**src/core/lane_defs.vh**
```
`ifndef LANE_DEFS_VH
`define LANE_DEFS_VH
// lane modes
`define MODE_RX 2'h0
`define MODE_TX 2'h1
`define MODE_BIDIR 2'h2
// word geometry
`define WORD_W 10
`define WIDTH_W 4
`define WIDTH_MAX 4'ha
// delay chain
`define TAP_W 4
`define TAP_MAX 4'hf
`define TAP_RESET 4'h0
// phase alignment training: stable bits needed for lock
`define LOCK_RUN 6'h20
// receive queue
`define QUEUE_DEPTH 8
`define QUEUE_AW 3
`endif

```
**src/core/rx_queue.v**
```verilog
`timescale 1ns/100ps
`include "lane_defs.vh"
// eight-word queue between word-clock pushes and read-clock pops
module rx_queue (
  input wire clk,
  input wire rst_n,
  input wire clear,
  input wire push,
  input wire [`WORD_W-1:0] push_data,
  input wire pop,
  output reg [`WORD_W-1:0] pop_data,
  output reg pop_valid,
  output reg empty
);
  reg [`WORD_W-1:0] mem [0:`QUEUE_DEPTH-1];
  reg [`QUEUE_AW-1:0] wr_ptr;
  reg [`QUEUE_AW-1:0] rd_ptr;
  reg [`QUEUE_AW:0] count;
  wire full;
  wire do_push;
  wire do_pop;
  wire [`QUEUE_AW:0] next_count;

  assign full = (count == `QUEUE_DEPTH);
  // a push into a full queue is dropped, a pop from an empty one ignored
  assign do_push = push & ~full;
  assign do_pop = pop & (count != 0);
  assign next_count = count + {{`QUEUE_AW{1'b0}}, do_push} - {{`QUEUE_AW{1'b0}}, do_pop};

  // storage has no reset; the pointers define what is valid
  always @(posedge clk)
  begin
    if (do_push)
      mem[wr_ptr] <= push_data;
  end

  // pointers, count and registered read port
  always @(posedge clk or negedge rst_n)
  begin
    if (!rst_n)
    begin
      wr_ptr <= 3'h0;
      rd_ptr <= 3'h0;
      count <= 4'h0;
      pop_data <= 10'h000;
      pop_valid <= 1'b0;
      empty <= 1'b1;
    end
    else if (clear)
    begin
      wr_ptr <= 3'h0;
      rd_ptr <= 3'h0;
      count <= 4'h0;
      pop_valid <= 1'b0;
      empty <= 1'b1;
    end
    else
    begin
      if (do_push)
        wr_ptr <= wr_ptr + 3'h1;
      if (do_pop)
      begin
        rd_ptr <= rd_ptr + 3'h1;
        pop_data <= mem[rd_ptr];
      end
      pop_valid <= do_pop;
      count <= next_count;
      empty <= (next_count == 0);
    end
  end
endmodule // rx_queue

```
**src/core/phase_align.v**
```verilog
`timescale 1ns/100ps
`include "lane_defs.vh"
// delay-chain setting: manual stepping or automatic phase training
module phase_align (
  input wire clk,
  input wire rst_n,
  input wire align_mode,
  input wire word_tick,
  input wire bit_tick,
  input wire step_enable,
  input wire step_dir,
  input wire clear,
  input wire early_bit,
  input wire late_bit,
  output reg [`TAP_W-1:0] tap,
  output reg locked
);
  localparam IDLE = 2'h0;
  localparam TRAIN = 2'h1;
  localparam LOCK = 2'h2;
  reg [1:0] state;
  reg [5:0] run;

  // controls are sampled only on word-clock edges
  always @(posedge clk or negedge rst_n)
  begin
    if (!rst_n)
    begin
      state <= IDLE;
      tap <= `TAP_RESET;
      run <= 6'h00;
      locked <= 1'b0;
    end
    else if (word_tick && clear)
    begin
      // clears whichever function is configured
      state <= IDLE;
      tap <= `TAP_RESET;
      run <= 6'h00;
      locked <= 1'b0;
    end
    else if (!align_mode)
    begin
      state <= IDLE;
      locked <= 1'b0;
      // direction is ignored while training owns the tap
      if (word_tick && step_enable)
      begin
        if (step_dir && tap != `TAP_MAX)
          tap <= tap + 4'h1;
        else if (!step_dir && tap != `TAP_RESET)
          tap <= tap - 4'h1;
      end
    end
    else
    begin
      case (state)
        IDLE:
        begin
          run <= 6'h00;
          if (word_tick && step_enable)
            state <= TRAIN;
        end
        TRAIN:
        begin
          // a disagreement between neighbouring taps means an edge is near
          if (bit_tick && early_bit != late_bit)
          begin
            run <= 6'h00;
            tap <= tap + 4'h1;
          end
          else if (bit_tick)
          begin
            if (run == `LOCK_RUN - 6'h01)
            begin
              state <= LOCK;
              locked <= 1'b1;
            end
            run <= run + 6'h01;
          end
        end
        LOCK:
          locked <= 1'b1;
        default:
          state <= IDLE;
      endcase
    end
  end
endmodule // phase_align

```
**src/core/lane_top.v**
```verilog
`timescale 1ns/100ps
`include "lane_defs.vh"
// How it works
// - received words leave in programmable width
// - alternate path only in width-one bypass
// - lock output shows trained phase alignment
// - queue empty flag falls on word clock push, rises on read clock pop
// - receive reset clears queue and deserializer
// - buffer enable gates the receiver
// - termination follows control in dynamic mode
// - step enable drives delay or training
// - direction steps delay up or down
// - delay clear resets delay or training
// - words presented on word clock rise, or on read clock rise when the queue is enabled
// - transmit word captured on word clock rise
// - transmit reset sampled on word clock
// - pads driven only under output enable, except in transmit-only with OE_USED low
// - transmit serial data or reference clock
// - full rate one edge, half both
// - eight-word queue crosses to read clock
module lane_top (
  input wire SYS_CLK,
  input wire RSTN,
  input wire [1:0] LANE_MODE,
  input wire [3:0] WORD_WIDTH,
  input wire HALF_RATE,
  input wire BYPASS_MODE,
  input wire QUEUE_ENABLE,
  input wire ALIGN_MODE,
  input wire REFCLK_MODE,
  input wire OE_USED,
  input wire DYN_TERM_MODE,
  input wire STATIC_TERM,
  input wire RX_WORD_CLOCK,
  input wire RX_BIT_CLOCK,
  input wire RX_QUEUE_READ_CLOCK,
  input wire RX_QUEUE_READ,
  input wire RX_PATH_RESET,
  input wire RX_BUF_ENABLE,
  input wire TERM_CTRL,
  input wire DELAY_STEP_ENABLE,
  input wire DELAY_STEP_DIR,
  input wire DELAY_CLEAR,
  input wire TX_WORD_CLOCK,
  input wire TX_BIT_CLOCK,
  input wire TX_PATH_RESET,
  input wire TX_OUT_ENABLE,
  input wire [9:0] TX_DATA,
  input wire LANE_P_IN,
  input wire LANE_N_IN,
  output reg LANE_P_OUT,
  output reg LANE_N_OUT,
  output reg LANE_OE,
  output reg [9:0] RX_DATA,
  output reg ALTERNATE_CLOCK_PATH,
  output wire ALIGN_LOCKED,
  output wire RX_QUEUE_EMPTY,
  output reg TERM_ON,
  output reg RX_BUF_ON
);
  reg rx_word_d;
  reg rx_bit_d;
  reg rd_clk_d;
  reg tx_word_d;
  reg tx_bit_d;
  reg rx_held;
  reg [15:0] chain;
  reg [9:0] gather;
  reg [3:0] gather_pos;
  reg [9:0] tx_word;
  reg [3:0] tx_pos;
  reg tx_bit;
  wire rx_word_tick;
  wire rd_tick;
  wire rx_bit_tick;
  wire tx_word_tick;
  wire tx_bit_tick;
  wire rx_mode;
  wire tx_mode;
  wire rx_sample;
  wire [3:0] tap;
  wire locked;
  wire [9:0] width_mask;
  wire [9:0] queue_data;
  wire queue_valid;
  wire queue_empty;
  wire rx_release;
  wire rx_rst_n;
  wire [3:0] width_eff;
  wire late_bit;
  genvar i;

  assign rx_mode = (LANE_MODE == `MODE_RX) | (LANE_MODE == `MODE_BIDIR);
  assign tx_mode = (LANE_MODE == `MODE_TX) | (LANE_MODE == `MODE_BIDIR);
  // widths of 0 or above ten are clamped to the legal range
  assign width_eff = (WORD_WIDTH == 4'h0) ? 4'h1 :
                     (WORD_WIDTH > `WIDTH_MAX) ? `WIDTH_MAX : WORD_WIDTH;

  // one bit of mask per lane bit below the configured width
  generate
    for (i = 0; i < `WORD_W; i = i + 1)
    begin : g_mask
      assign width_mask[i] = (i < width_eff);
    end
  endgenerate

  // clock inputs are sampled levels; edges become one-cycle ticks
  always @(posedge SYS_CLK or negedge RSTN)
  begin
    if (!RSTN)
    begin
      rx_word_d <= 1'b0;
      rx_bit_d <= 1'b0;
      rd_clk_d <= 1'b0;
      tx_word_d <= 1'b0;
      tx_bit_d <= 1'b0;
    end
    else
    begin
      rx_word_d <= RX_WORD_CLOCK;
      rx_bit_d <= RX_BIT_CLOCK;
      rd_clk_d <= RX_QUEUE_READ_CLOCK;
      tx_word_d <= TX_WORD_CLOCK;
      tx_bit_d <= TX_BIT_CLOCK;
    end
  end

  // each direction has its own clock pair
  assign rx_word_tick = RX_WORD_CLOCK & ~rx_word_d;
  assign tx_word_tick = TX_WORD_CLOCK & ~tx_word_d;
  assign rd_tick = RX_QUEUE_READ_CLOCK & ~rd_clk_d;
  // half rate samples both edges of the bit clock
  assign rx_bit_tick = (RX_BIT_CLOCK ^ rx_bit_d) & (HALF_RATE | RX_BIT_CLOCK);
  assign tx_bit_tick = (TX_BIT_CLOCK ^ tx_bit_d) & (HALF_RATE | TX_BIT_CLOCK);

  // receive reset: async assert, release on the owning clock edge
  assign rx_rst_n = RSTN & ~RX_PATH_RESET;
  assign rx_release = QUEUE_ENABLE ? rd_tick : rx_word_tick;
  always @(posedge SYS_CLK or negedge rx_rst_n)
  begin
    if (!rx_rst_n)
      rx_held <= 1'b1;
    else if (rx_release)
      rx_held <= 1'b0;
  end

  // input buffer: off means the lane reads as constant zero
  assign rx_sample = rx_mode & RX_BUF_ENABLE & LANE_P_IN & ~LANE_N_IN;

  // delay chain: tap k sees the pad k+1 cycles late
  always @(posedge SYS_CLK or negedge RSTN)
  begin
    if (!RSTN)
      chain <= 16'h0000;
    else
      chain <= {chain[14:0], rx_sample};
  end
  assign late_bit = (tap == `TAP_MAX) ? chain[tap] : chain[tap + 4'h1];

  // training is only meaningful at full rate, so it is trusted here
  phase_align u_align (
    .clk(SYS_CLK),
    .rst_n(RSTN),
    .align_mode(ALIGN_MODE),
    .word_tick(rx_word_tick),
    .bit_tick(rx_bit_tick),
    .step_enable(DELAY_STEP_ENABLE),
    .step_dir(DELAY_STEP_DIR),
    .clear(DELAY_CLEAR),
    .early_bit(chain[tap]),
    .late_bit(late_bit),
    .tap(tap),
    .locked(locked)
  );
  assign ALIGN_LOCKED = ALIGN_MODE & locked;

  // deserializer: first bit lands on bit 0; word clock closes the word
  always @(posedge SYS_CLK or negedge rx_rst_n)
  begin
    if (!rx_rst_n)
    begin
      gather <= 10'h000;
      gather_pos <= 4'h0;
    end
    else if (rx_held)
    begin
      gather <= 10'h000;
      gather_pos <= 4'h0;
    end
    else if (rx_word_tick)
    begin
      // word boundaries hold only if word rate is bit rate over width
      gather <= {9'h000, rx_bit_tick & chain[tap]};
      gather_pos <= rx_bit_tick ? 4'h1 : 4'h0;
    end
    else if (rx_bit_tick && gather_pos < width_eff)
    begin
      gather[gather_pos] <= chain[tap];
      gather_pos <= gather_pos + 4'h1;
    end
  end

  // eight-word queue toward the read clock
  rx_queue u_queue (
    .clk(SYS_CLK),
    .rst_n(rx_rst_n),
    .clear(rx_held),
    .push(QUEUE_ENABLE & rx_word_tick & ~rx_held),
    .push_data(gather & width_mask),
    .pop(QUEUE_ENABLE & rd_tick & RX_QUEUE_READ),
    .pop_data(queue_data),
    .pop_valid(queue_valid),
    .empty(queue_empty)
  );
  // a pop on an empty queue is refused, never returns stale data
  assign RX_QUEUE_EMPTY = queue_empty | ~QUEUE_ENABLE;

  // parallel output: direct on word clock rise, or from the queue
  always @(posedge SYS_CLK or negedge rx_rst_n)
  begin
    if (!rx_rst_n)
      RX_DATA <= 10'h000;
    else if (rx_held)
      RX_DATA <= 10'h000;
    else if (!QUEUE_ENABLE && rx_word_tick)
      RX_DATA <= gather & width_mask;
    else if (QUEUE_ENABLE && queue_valid)
      RX_DATA <= queue_data;
  end

  // receive-side status and the bypass tap
  always @(posedge SYS_CLK or negedge RSTN)
  begin
    if (!RSTN)
    begin
      ALTERNATE_CLOCK_PATH <= 1'b0;
      TERM_ON <= 1'b0;
      RX_BUF_ON <= 1'b0;
    end
    else
    begin
      ALTERNATE_CLOCK_PATH <= BYPASS_MODE & (width_eff == 4'h1) & chain[tap];
      TERM_ON <= DYN_TERM_MODE ? TERM_CTRL : STATIC_TERM;
      RX_BUF_ON <= rx_mode & RX_BUF_ENABLE;
    end
  end

  // serializer: capture on word rise, shift out first bit first
  always @(posedge SYS_CLK or negedge RSTN)
  begin
    if (!RSTN)
    begin
      tx_word <= 10'h000;
      tx_pos <= 4'h0;
      tx_bit <= 1'b0;
    end
    else if (tx_word_tick && TX_PATH_RESET)
    begin
      tx_word <= 10'h000;
      tx_pos <= 4'h0;
      tx_bit <= 1'b0;
    end
    else if (tx_word_tick)
    begin
      // the other direction uses the same width in bidirectional mode
      tx_word <= TX_DATA & width_mask;
      tx_pos <= 4'h0;
    end
    else if (tx_bit_tick)
    begin
      if (REFCLK_MODE)
        tx_bit <= TX_WORD_CLOCK;
      else
        tx_bit <= (tx_pos < width_eff) ? tx_word[tx_pos] : 1'b0;
      if (tx_pos < width_eff)
        tx_pos <= tx_pos + 4'h1;
    end
  end

  // pad drive: enable optional in transmit-only, required in bidirectional
  always @(posedge SYS_CLK or negedge RSTN)
  begin
    if (!RSTN)
    begin
      LANE_P_OUT <= 1'b0;
      LANE_N_OUT <= 1'b1;
      LANE_OE <= 1'b0;
    end
    else
    begin
      LANE_P_OUT <= tx_bit;
      LANE_N_OUT <= ~tx_bit;
      if (!tx_mode)
        LANE_OE <= 1'b0;
      else if (LANE_MODE == `MODE_TX)
        LANE_OE <= ~OE_USED | TX_OUT_ENABLE;
      else
        LANE_OE <= TX_OUT_ENABLE;
    end
  end
endmodule // lane_top

```
**config.mk**
```make
export PLATFORM = sky130hd
export DESIGN_NAME = lane_top
export DESIGN_NICKNAME = d
export VERILOG_FILES = /design/src/core/rx_queue.v /design/src/core/phase_align.v /design/src/core/lane_top.v
export VERILOG_INCLUDE_DIRS = /design/src /design/src/core
export SDC_FILE = /design/constraint.sdc
export NUM_CORES = 1
export LEC_CHECK = 0
export ABC_AREA = 1
export BUFFER_PORTS_ARGS = -buffer_cell sky130_fd_sc_hd__buf_2
export CORE_ASPECT_RATIO = 1.2
export CORE_UTILIZATION = 30
export DETAILED_ROUTE_END_ITERATION = 8
export HOLD_SLACK_MARGIN = 0.15
export PLACE_DENSITY = 0.57
export SYNTH_ARGS = -nofsm -noshare
export SYNTH_HDL_FRONTEND = slang
export SYNTH_HIERARCHICAL = 1
export SYNTH_SLANG_ARGS = --single-unit
```
**constraint.sdc**
```tcl
create_clock -name SYS_CLK -period 4.9 [get_ports SYS_CLK]
set_clock_uncertainty 0.2 [all_clocks]
set_input_delay 0.735 -clock SYS_CLK [delete_from_list [all_inputs] [get_ports SYS_CLK]]
set_output_delay 0.735 -clock SYS_CLK [all_outputs]
set_load 0.1 [all_outputs]
```
==> impl_metrics.xml <==
<?xml version="1.0" encoding="UTF-8"?>
<metrics>
  <group name="synthesis">
    <metric name="synthesized_area_per_cell" unit="um^2">8.74</metric>
    <metric name="ys.warnings.count" unit="">6</metric>
    <metric name="ys_seq_area_share" unit="%">53.5</metric>
    <metric name="postSynth.topFlopCell" unit="">sky130_fd_sc_hd__dfrtp_1</metric>
    <metric name="yosys-top-cells-area" unit="">sky130_fd_sc_hd__dfrtp_1 27%, sky130_fd_sc_hd__edfxtp_1 26%, sky130_fd_sc_hd__nand2_1 10%</metric>
    <metric name="mappedNetlistArea" unit="um^2">9270</metric>
    <metric name="syn-instance-count" unit="">1061</metric>
    <metric name="synth.largest_area_cell" unit="">sky130_fd_sc_hd__dfrtp_1</metric>
    <metric name="synth-async-reset-ratio" unit="%">56.0</metric>
    <metric name="synth-seq-cells" unit="">182</metric>
    <metric name="synth_nets" unit="">1133</metric>
    <metric name="netlist-cell-type-count" unit="">48</metric>
    <metric name="yosysTopAreaCellShare" unit="%">26.7</metric>
    <metric name="synth-edff-count" unit="">80</metric>
  </group>
  <group name="worst_setup_path">
    <metric name="path_class" unit="">reg2reg</metric>
    <metric name="critPathMaxStageDelay" unit="ns">0.84</metric>
    <metric name="worst_ep_required_time" unit="ns">5.02</metric>
    <metric name="cell_chain_of_the_critical_path" unit="">inv_2, a21oi_1, o21ai_1, nand3_1, nand3_1, nand2_1, inv_1, o21ai_0, inv_1, nand2_1, nand3_2, o21ai_1, nand2_2, nand2_1, o21ai_1</metric>
    <metric name="timing.critical_path.to_type" unit="">flip-flop</metric>
    <metric name="data_arrival_critical_path" unit="ns">3.37</metric>
    <metric name="critical_path.startpoint_type" unit="">flip-flop</metric>
    <metric name="worst-path-max-fanout" unit="">26</metric>
    <metric name="crit_slowest_cell" unit="">sky130_fd_sc_hd__dfrtp_1</metric>
  </group>
  <group name="placed_design">
    <metric name="hpwlAfterDp" unit="um">15900</metric>
    <metric name="pre_cts_ws" unit="ns">1.66</metric>
    <metric name="port_buffers" unit="">59</metric>
    <metric name="globalplace.congestion" unit="">0.861</metric>
    <metric name="placedInstanceArea" unit="um^2">9880</metric>
  </group>
  <group name="status">
    <metric name="run_status" unit="">completed</metric>
  </group>
  <group name="grt">
    <metric name="pin_count_of_the_biggest_net_entering_global_routing" unit="">57</metric>
    <metric name="antenna_found_initial" unit="">1</metric>
    <metric name="globalRoute.totalOverflow" unit="">0</metric>
    <metric name="total_routing_usage_gr" unit="%">14.7</metric>
    <metric name="grt_first_pass_wirelength" unit="um">35900</metric>
    <metric name="grt_pass1_vias" unit="">6796</metric>
  </group>
  <group name="timing">
    <metric name="grt_setup_unrepaired" unit="">no</metric>
    <metric name="top_achievable_clock_speed" unit="MHz">308</metric>
    <metric name="relSlewSlack" unit="%">25.7</metric>
    <metric name="setup_total_negative_slack" unit="ns">0</metric>
    <metric name="drv_slew" unit="">0</metric>
    <metric name="period_minus_slack" unit="ns">3.25</metric>
    <metric name="setup_ws" unit="ns">1.65</metric>
    <metric name="report.final.hold_viol_count" unit="">0</metric>
    <metric name="tightest_slew" unit="ns">1.11</metric>
    <metric name="final_min_period_over_clock_period" unit="%">66.3</metric>
    <metric name="setup_violations" unit="">0</metric>
  </group>
  <group name="floorplan">
    <metric name="design.core.area" unit="um^2">30500</metric>
    <metric name="floorplan.die.height" unit="um">195</metric>
    <metric name="io_pins" unit="">60</metric>
    <metric name="start_util" unit="%">30.4</metric>
    <metric name="die-width" unit="um">163</metric>
    <metric name="floorplan.rows" unit="">70</metric>
    <metric name="dieArea" unit="um^2">31600</metric>
  </group>
  <group name="clock_network">
    <metric name="cts_buffers" unit="">17</metric>
    <metric name="cts-hold-fix-buffers" unit="">0</metric>
    <metric name="ctsResizeCount" unit="">0</metric>
    <metric name="cts.root.buffer_cell" unit="">sky130_fd_sc_hd__clkbuf_16</metric>
    <metric name="post_cts_clock_slew_at_the_launch_and_capture_registers_of_the_worst_setup_and_hold_paths" unit="ns">0.08</metric>
    <metric name="cts_setup_buffers" unit="">0</metric>
    <metric name="clkLatencyLatePin" unit="ns">0.44</metric>
    <metric name="cts_h_tree_lvls" unit="">4</metric>
    <metric name="cts.sink_count" unit="">182</metric>
    <metric name="clock_path_buffers" unit="">2</metric>
    <metric name="cts_tree" unit="">built</metric>
  </group>
  <group name="route">
    <metric name="num_vias" unit="">6946</metric>
    <metric name="route.detailed.vias_per_inst" unit="">4.57</metric>
    <metric name="drt-total-wl" unit="um">22100</metric>
    <metric name="detailedRoute.firstIterationViolations" unit="">424</metric>
    <metric name="drc" unit="">0</metric>
    <metric name="length_of_the_first_detailed_routing_pass_in_iterations" unit="">5</metric>
    <metric name="wl_per_cell" unit="um">14.6</metric>
    <metric name="detail-route-antenna-nets" unit="">0</metric>
  </group>
  <group name="pwr">
    <metric name="p_leak" unit="nW">5.03</metric>
    <metric name="pwr_density_cell" unit="nW/um^2">541</metric>
    <metric name="vdd_drop_max" unit="mV">0.275</metric>
  </group>
  <group name="layout">
    <metric name="final_area" unit="um^2">10500</metric>
    <metric name="antennaDiodeCount" unit="">0</metric>
    <metric name="final.fill_count" unit="">3168</metric>
    <metric name="area_delta_synth_final" unit="%">12.9</metric>
    <metric name="drive_above_1_share" unit="%">13.3</metric>
    <metric name="layout.nets" unit="">1183</metric>
  </group>
  <group name="hold_path">
    <metric name="hold_path.class" unit="">reg2reg</metric>
  </group>
  <group name="run">
    <metric name="maximum_capacitance_violations" unit="">0</metric>
  </group>
</metrics>
-- kinds of logic after synthesis --
group | count (synthesis) | share of synthesized area, %
AND/OR/NAND/NOR | 505 | 23.9
buffers and inverters | 215 | 10.0
flip-flops | 182 | 53.5
AO/OA/AOI/OAI | 117 | 7.30
adder cells (fa/ha/maj) | 30 | 4.13
XOR/XNOR | 10 | 0.944
multiplexers | 2 | 0.229
-- layout make-up --
type | count | area, um^2 | area share [%]
flip-flops and latches | 182 | 4960 | 47.3
multi-input cells | 664 | 3400 | 32.5
inverters | 183 | 697 | 6.65
well taps | 396 | 495 | 4.73
clock buffers | 17 | 425 | 4.06
repair buffers | 63 | 325 | 3.11
clock inverters | 15 | 171 | 1.64
-- worst max-delay path, delay by kind of cell, from the launching register on --
| kind | cells | cell delay, ns |
|---|---|---|
| and+or+nand+nor | 7 | 0.93 |
| AOI/OAI and AO/OA | 5 | 0.76 |
| DFF | 1 | 0.84 |
| buffers and inverters | 3 | 0.38 |
-- path summary, 6_finish.rpt --
kind,endpoint,slack [ns],cells past startpoint,start
worst max-delay path,u_align/tap[0],1.65,15,u_align/tap[0]
worst min-delay path,chain[10],0.18,0,chain[9]
worst max register to register,u_align/tap[0],1.65,15,u_align/tap[0]
worst min register to register,chain[10],0.18,0,chain[9]
max in group asynchronous,u_queue/count[2],2.98,5,RSTN
min in group asynchronous,tx_word_d,0.24,2,RSTN
-- per-stage QoR --
| stage | power (mW) | hold slack (ns) | instances | util, % |
|---|---|---|---|---|
| global placement | 4.28 | 0.160 | 1488 | 32.4 |
| detailed placement | 4.32 | 0.159 | 1488 | 32.4 |
| floorplan | 3.85 | 0.154 | 1061 | - |
| finish | 5.66 | 0.176 | 1520 | 34.4 |
| CTS | 5.71 | 0.177 | 1520 | 34.4 |
| global route | 6.06 | 0.196 | 1520 | 34.4 |
-- cells in the final DEF (no fill, tap or decap), types with 2 or more instances in the layout --
cell type	n
sky130_fd_sc_hd__o21ai_2	2
sky130_fd_sc_hd__nor2_4	5
sky130_fd_sc_hd__a21oi_1	27
sky130_fd_sc_hd__nor2_2	3
sky130_fd_sc_hd__nand4_1	7
sky130_fd_sc_hd__dfstp_2	3
sky130_fd_sc_hd__clkbuf_16	17
sky130_fd_sc_hd__nand2_4	3
sky130_fd_sc_hd__o22ai_1	5
sky130_fd_sc_hd__nor3_1	6
sky130_fd_sc_hd__buf_4	4
sky130_fd_sc_hd__clkinv_8	2
sky130_fd_sc_hd__nand3_2	2
sky130_fd_sc_hd__inv_2	7
sky130_fd_sc_hd__o21ai_0	45
sky130_fd_sc_hd__ha_1	29
sky130_fd_sc_hd__nand2_2	18
sky130_fd_sc_hd__nand2_1	258
sky130_fd_sc_hd__o21bai_1	9
sky130_fd_sc_hd__xnor2_1	2
sky130_fd_sc_hd__edfxtp_1	80
sky130_fd_sc_hd__inv_8	8
sky130_fd_sc_hd__o21ai_1	14
sky130_fd_sc_hd__nor2_1	70
sky130_fd_sc_hd__dfrtp_1	99
sky130_fd_sc_hd__inv_1	174
sky130_fd_sc_hd__nand3_1	124
sky130_fd_sc_hd__or2_2	4
sky130_fd_sc_hd__o211ai_1	8
sky130_fd_sc_hd__xor2_1	8
sky130_fd_sc_hd__clkinv_4	4
sky130_fd_sc_hd__buf_2	59
-- synth_stat cells (2+ instances only) --
master / n
sky130_fd_sc_hd__nand2_2: 18
sky130_fd_sc_hd__nor3_1: 7
sky130_fd_sc_hd__nor2_1: 71
sky130_fd_sc_hd__ha_1: 29
sky130_fd_sc_hd__nand3_1: 124
sky130_fd_sc_hd__buf_4: 4
sky130_fd_sc_hd__o21bai_1: 9
sky130_fd_sc_hd__o21ai_2: 2
sky130_fd_sc_hd__buf_2: 10
sky130_fd_sc_hd__nand4_1: 7
sky130_fd_sc_hd__inv_1: 174
sky130_fd_sc_hd__dfstp_2: 3
sky130_fd_sc_hd__nand2_1: 258
sky130_fd_sc_hd__a21oi_1: 27
sky130_fd_sc_hd__or2_2: 4
sky130_fd_sc_hd__edfxtp_1: 80
sky130_fd_sc_hd__nor2_4: 4
sky130_fd_sc_hd__xor2_1: 8
sky130_fd_sc_hd__nor2_2: 3
sky130_fd_sc_hd__o21ai_0: 45
sky130_fd_sc_hd__nand2_4: 3
sky130_fd_sc_hd__o22ai_1: 5
sky130_fd_sc_hd__buf_6: 9
sky130_fd_sc_hd__nand3_2: 2
sky130_fd_sc_hd__xnor2_1: 2
sky130_fd_sc_hd__o211ai_1: 8
sky130_fd_sc_hd__o21ai_1: 14
sky130_fd_sc_hd__clkbuf_1: 7
sky130_fd_sc_hd__inv_2: 7
sky130_fd_sc_hd__dfrtp_1: 99
-- sequential cells by signal (all words and copies together) (netlist names), 2 cells and up --
name	flops
u_queue/mem	80
chain	16
RX_DATA	10
gather	10
tx_word	10
u_queue/pop_data	10
u_align/run	6
gather_pos	4
tx_pos	4
u_align/tap	4
u_queue/count	4
u_queue/rd_ptr	3
u_queue/wr_ptr	3
u_align/state	2
-- power breakdown --
part	switching, mW	total [mW]	internal, mW
sequential	0.297	2.17	1.88
clock	0.690	1.38	0.694
combinational	1.48	2.11	0.623
-- layer usage --
metal	wire length [um]	GRT usage, %
met5	11	0
met4	301	3.88
met3	699	2.60
met2	11100	25.1
met1	9990	19.0
(Power assumes the default switching activity.)
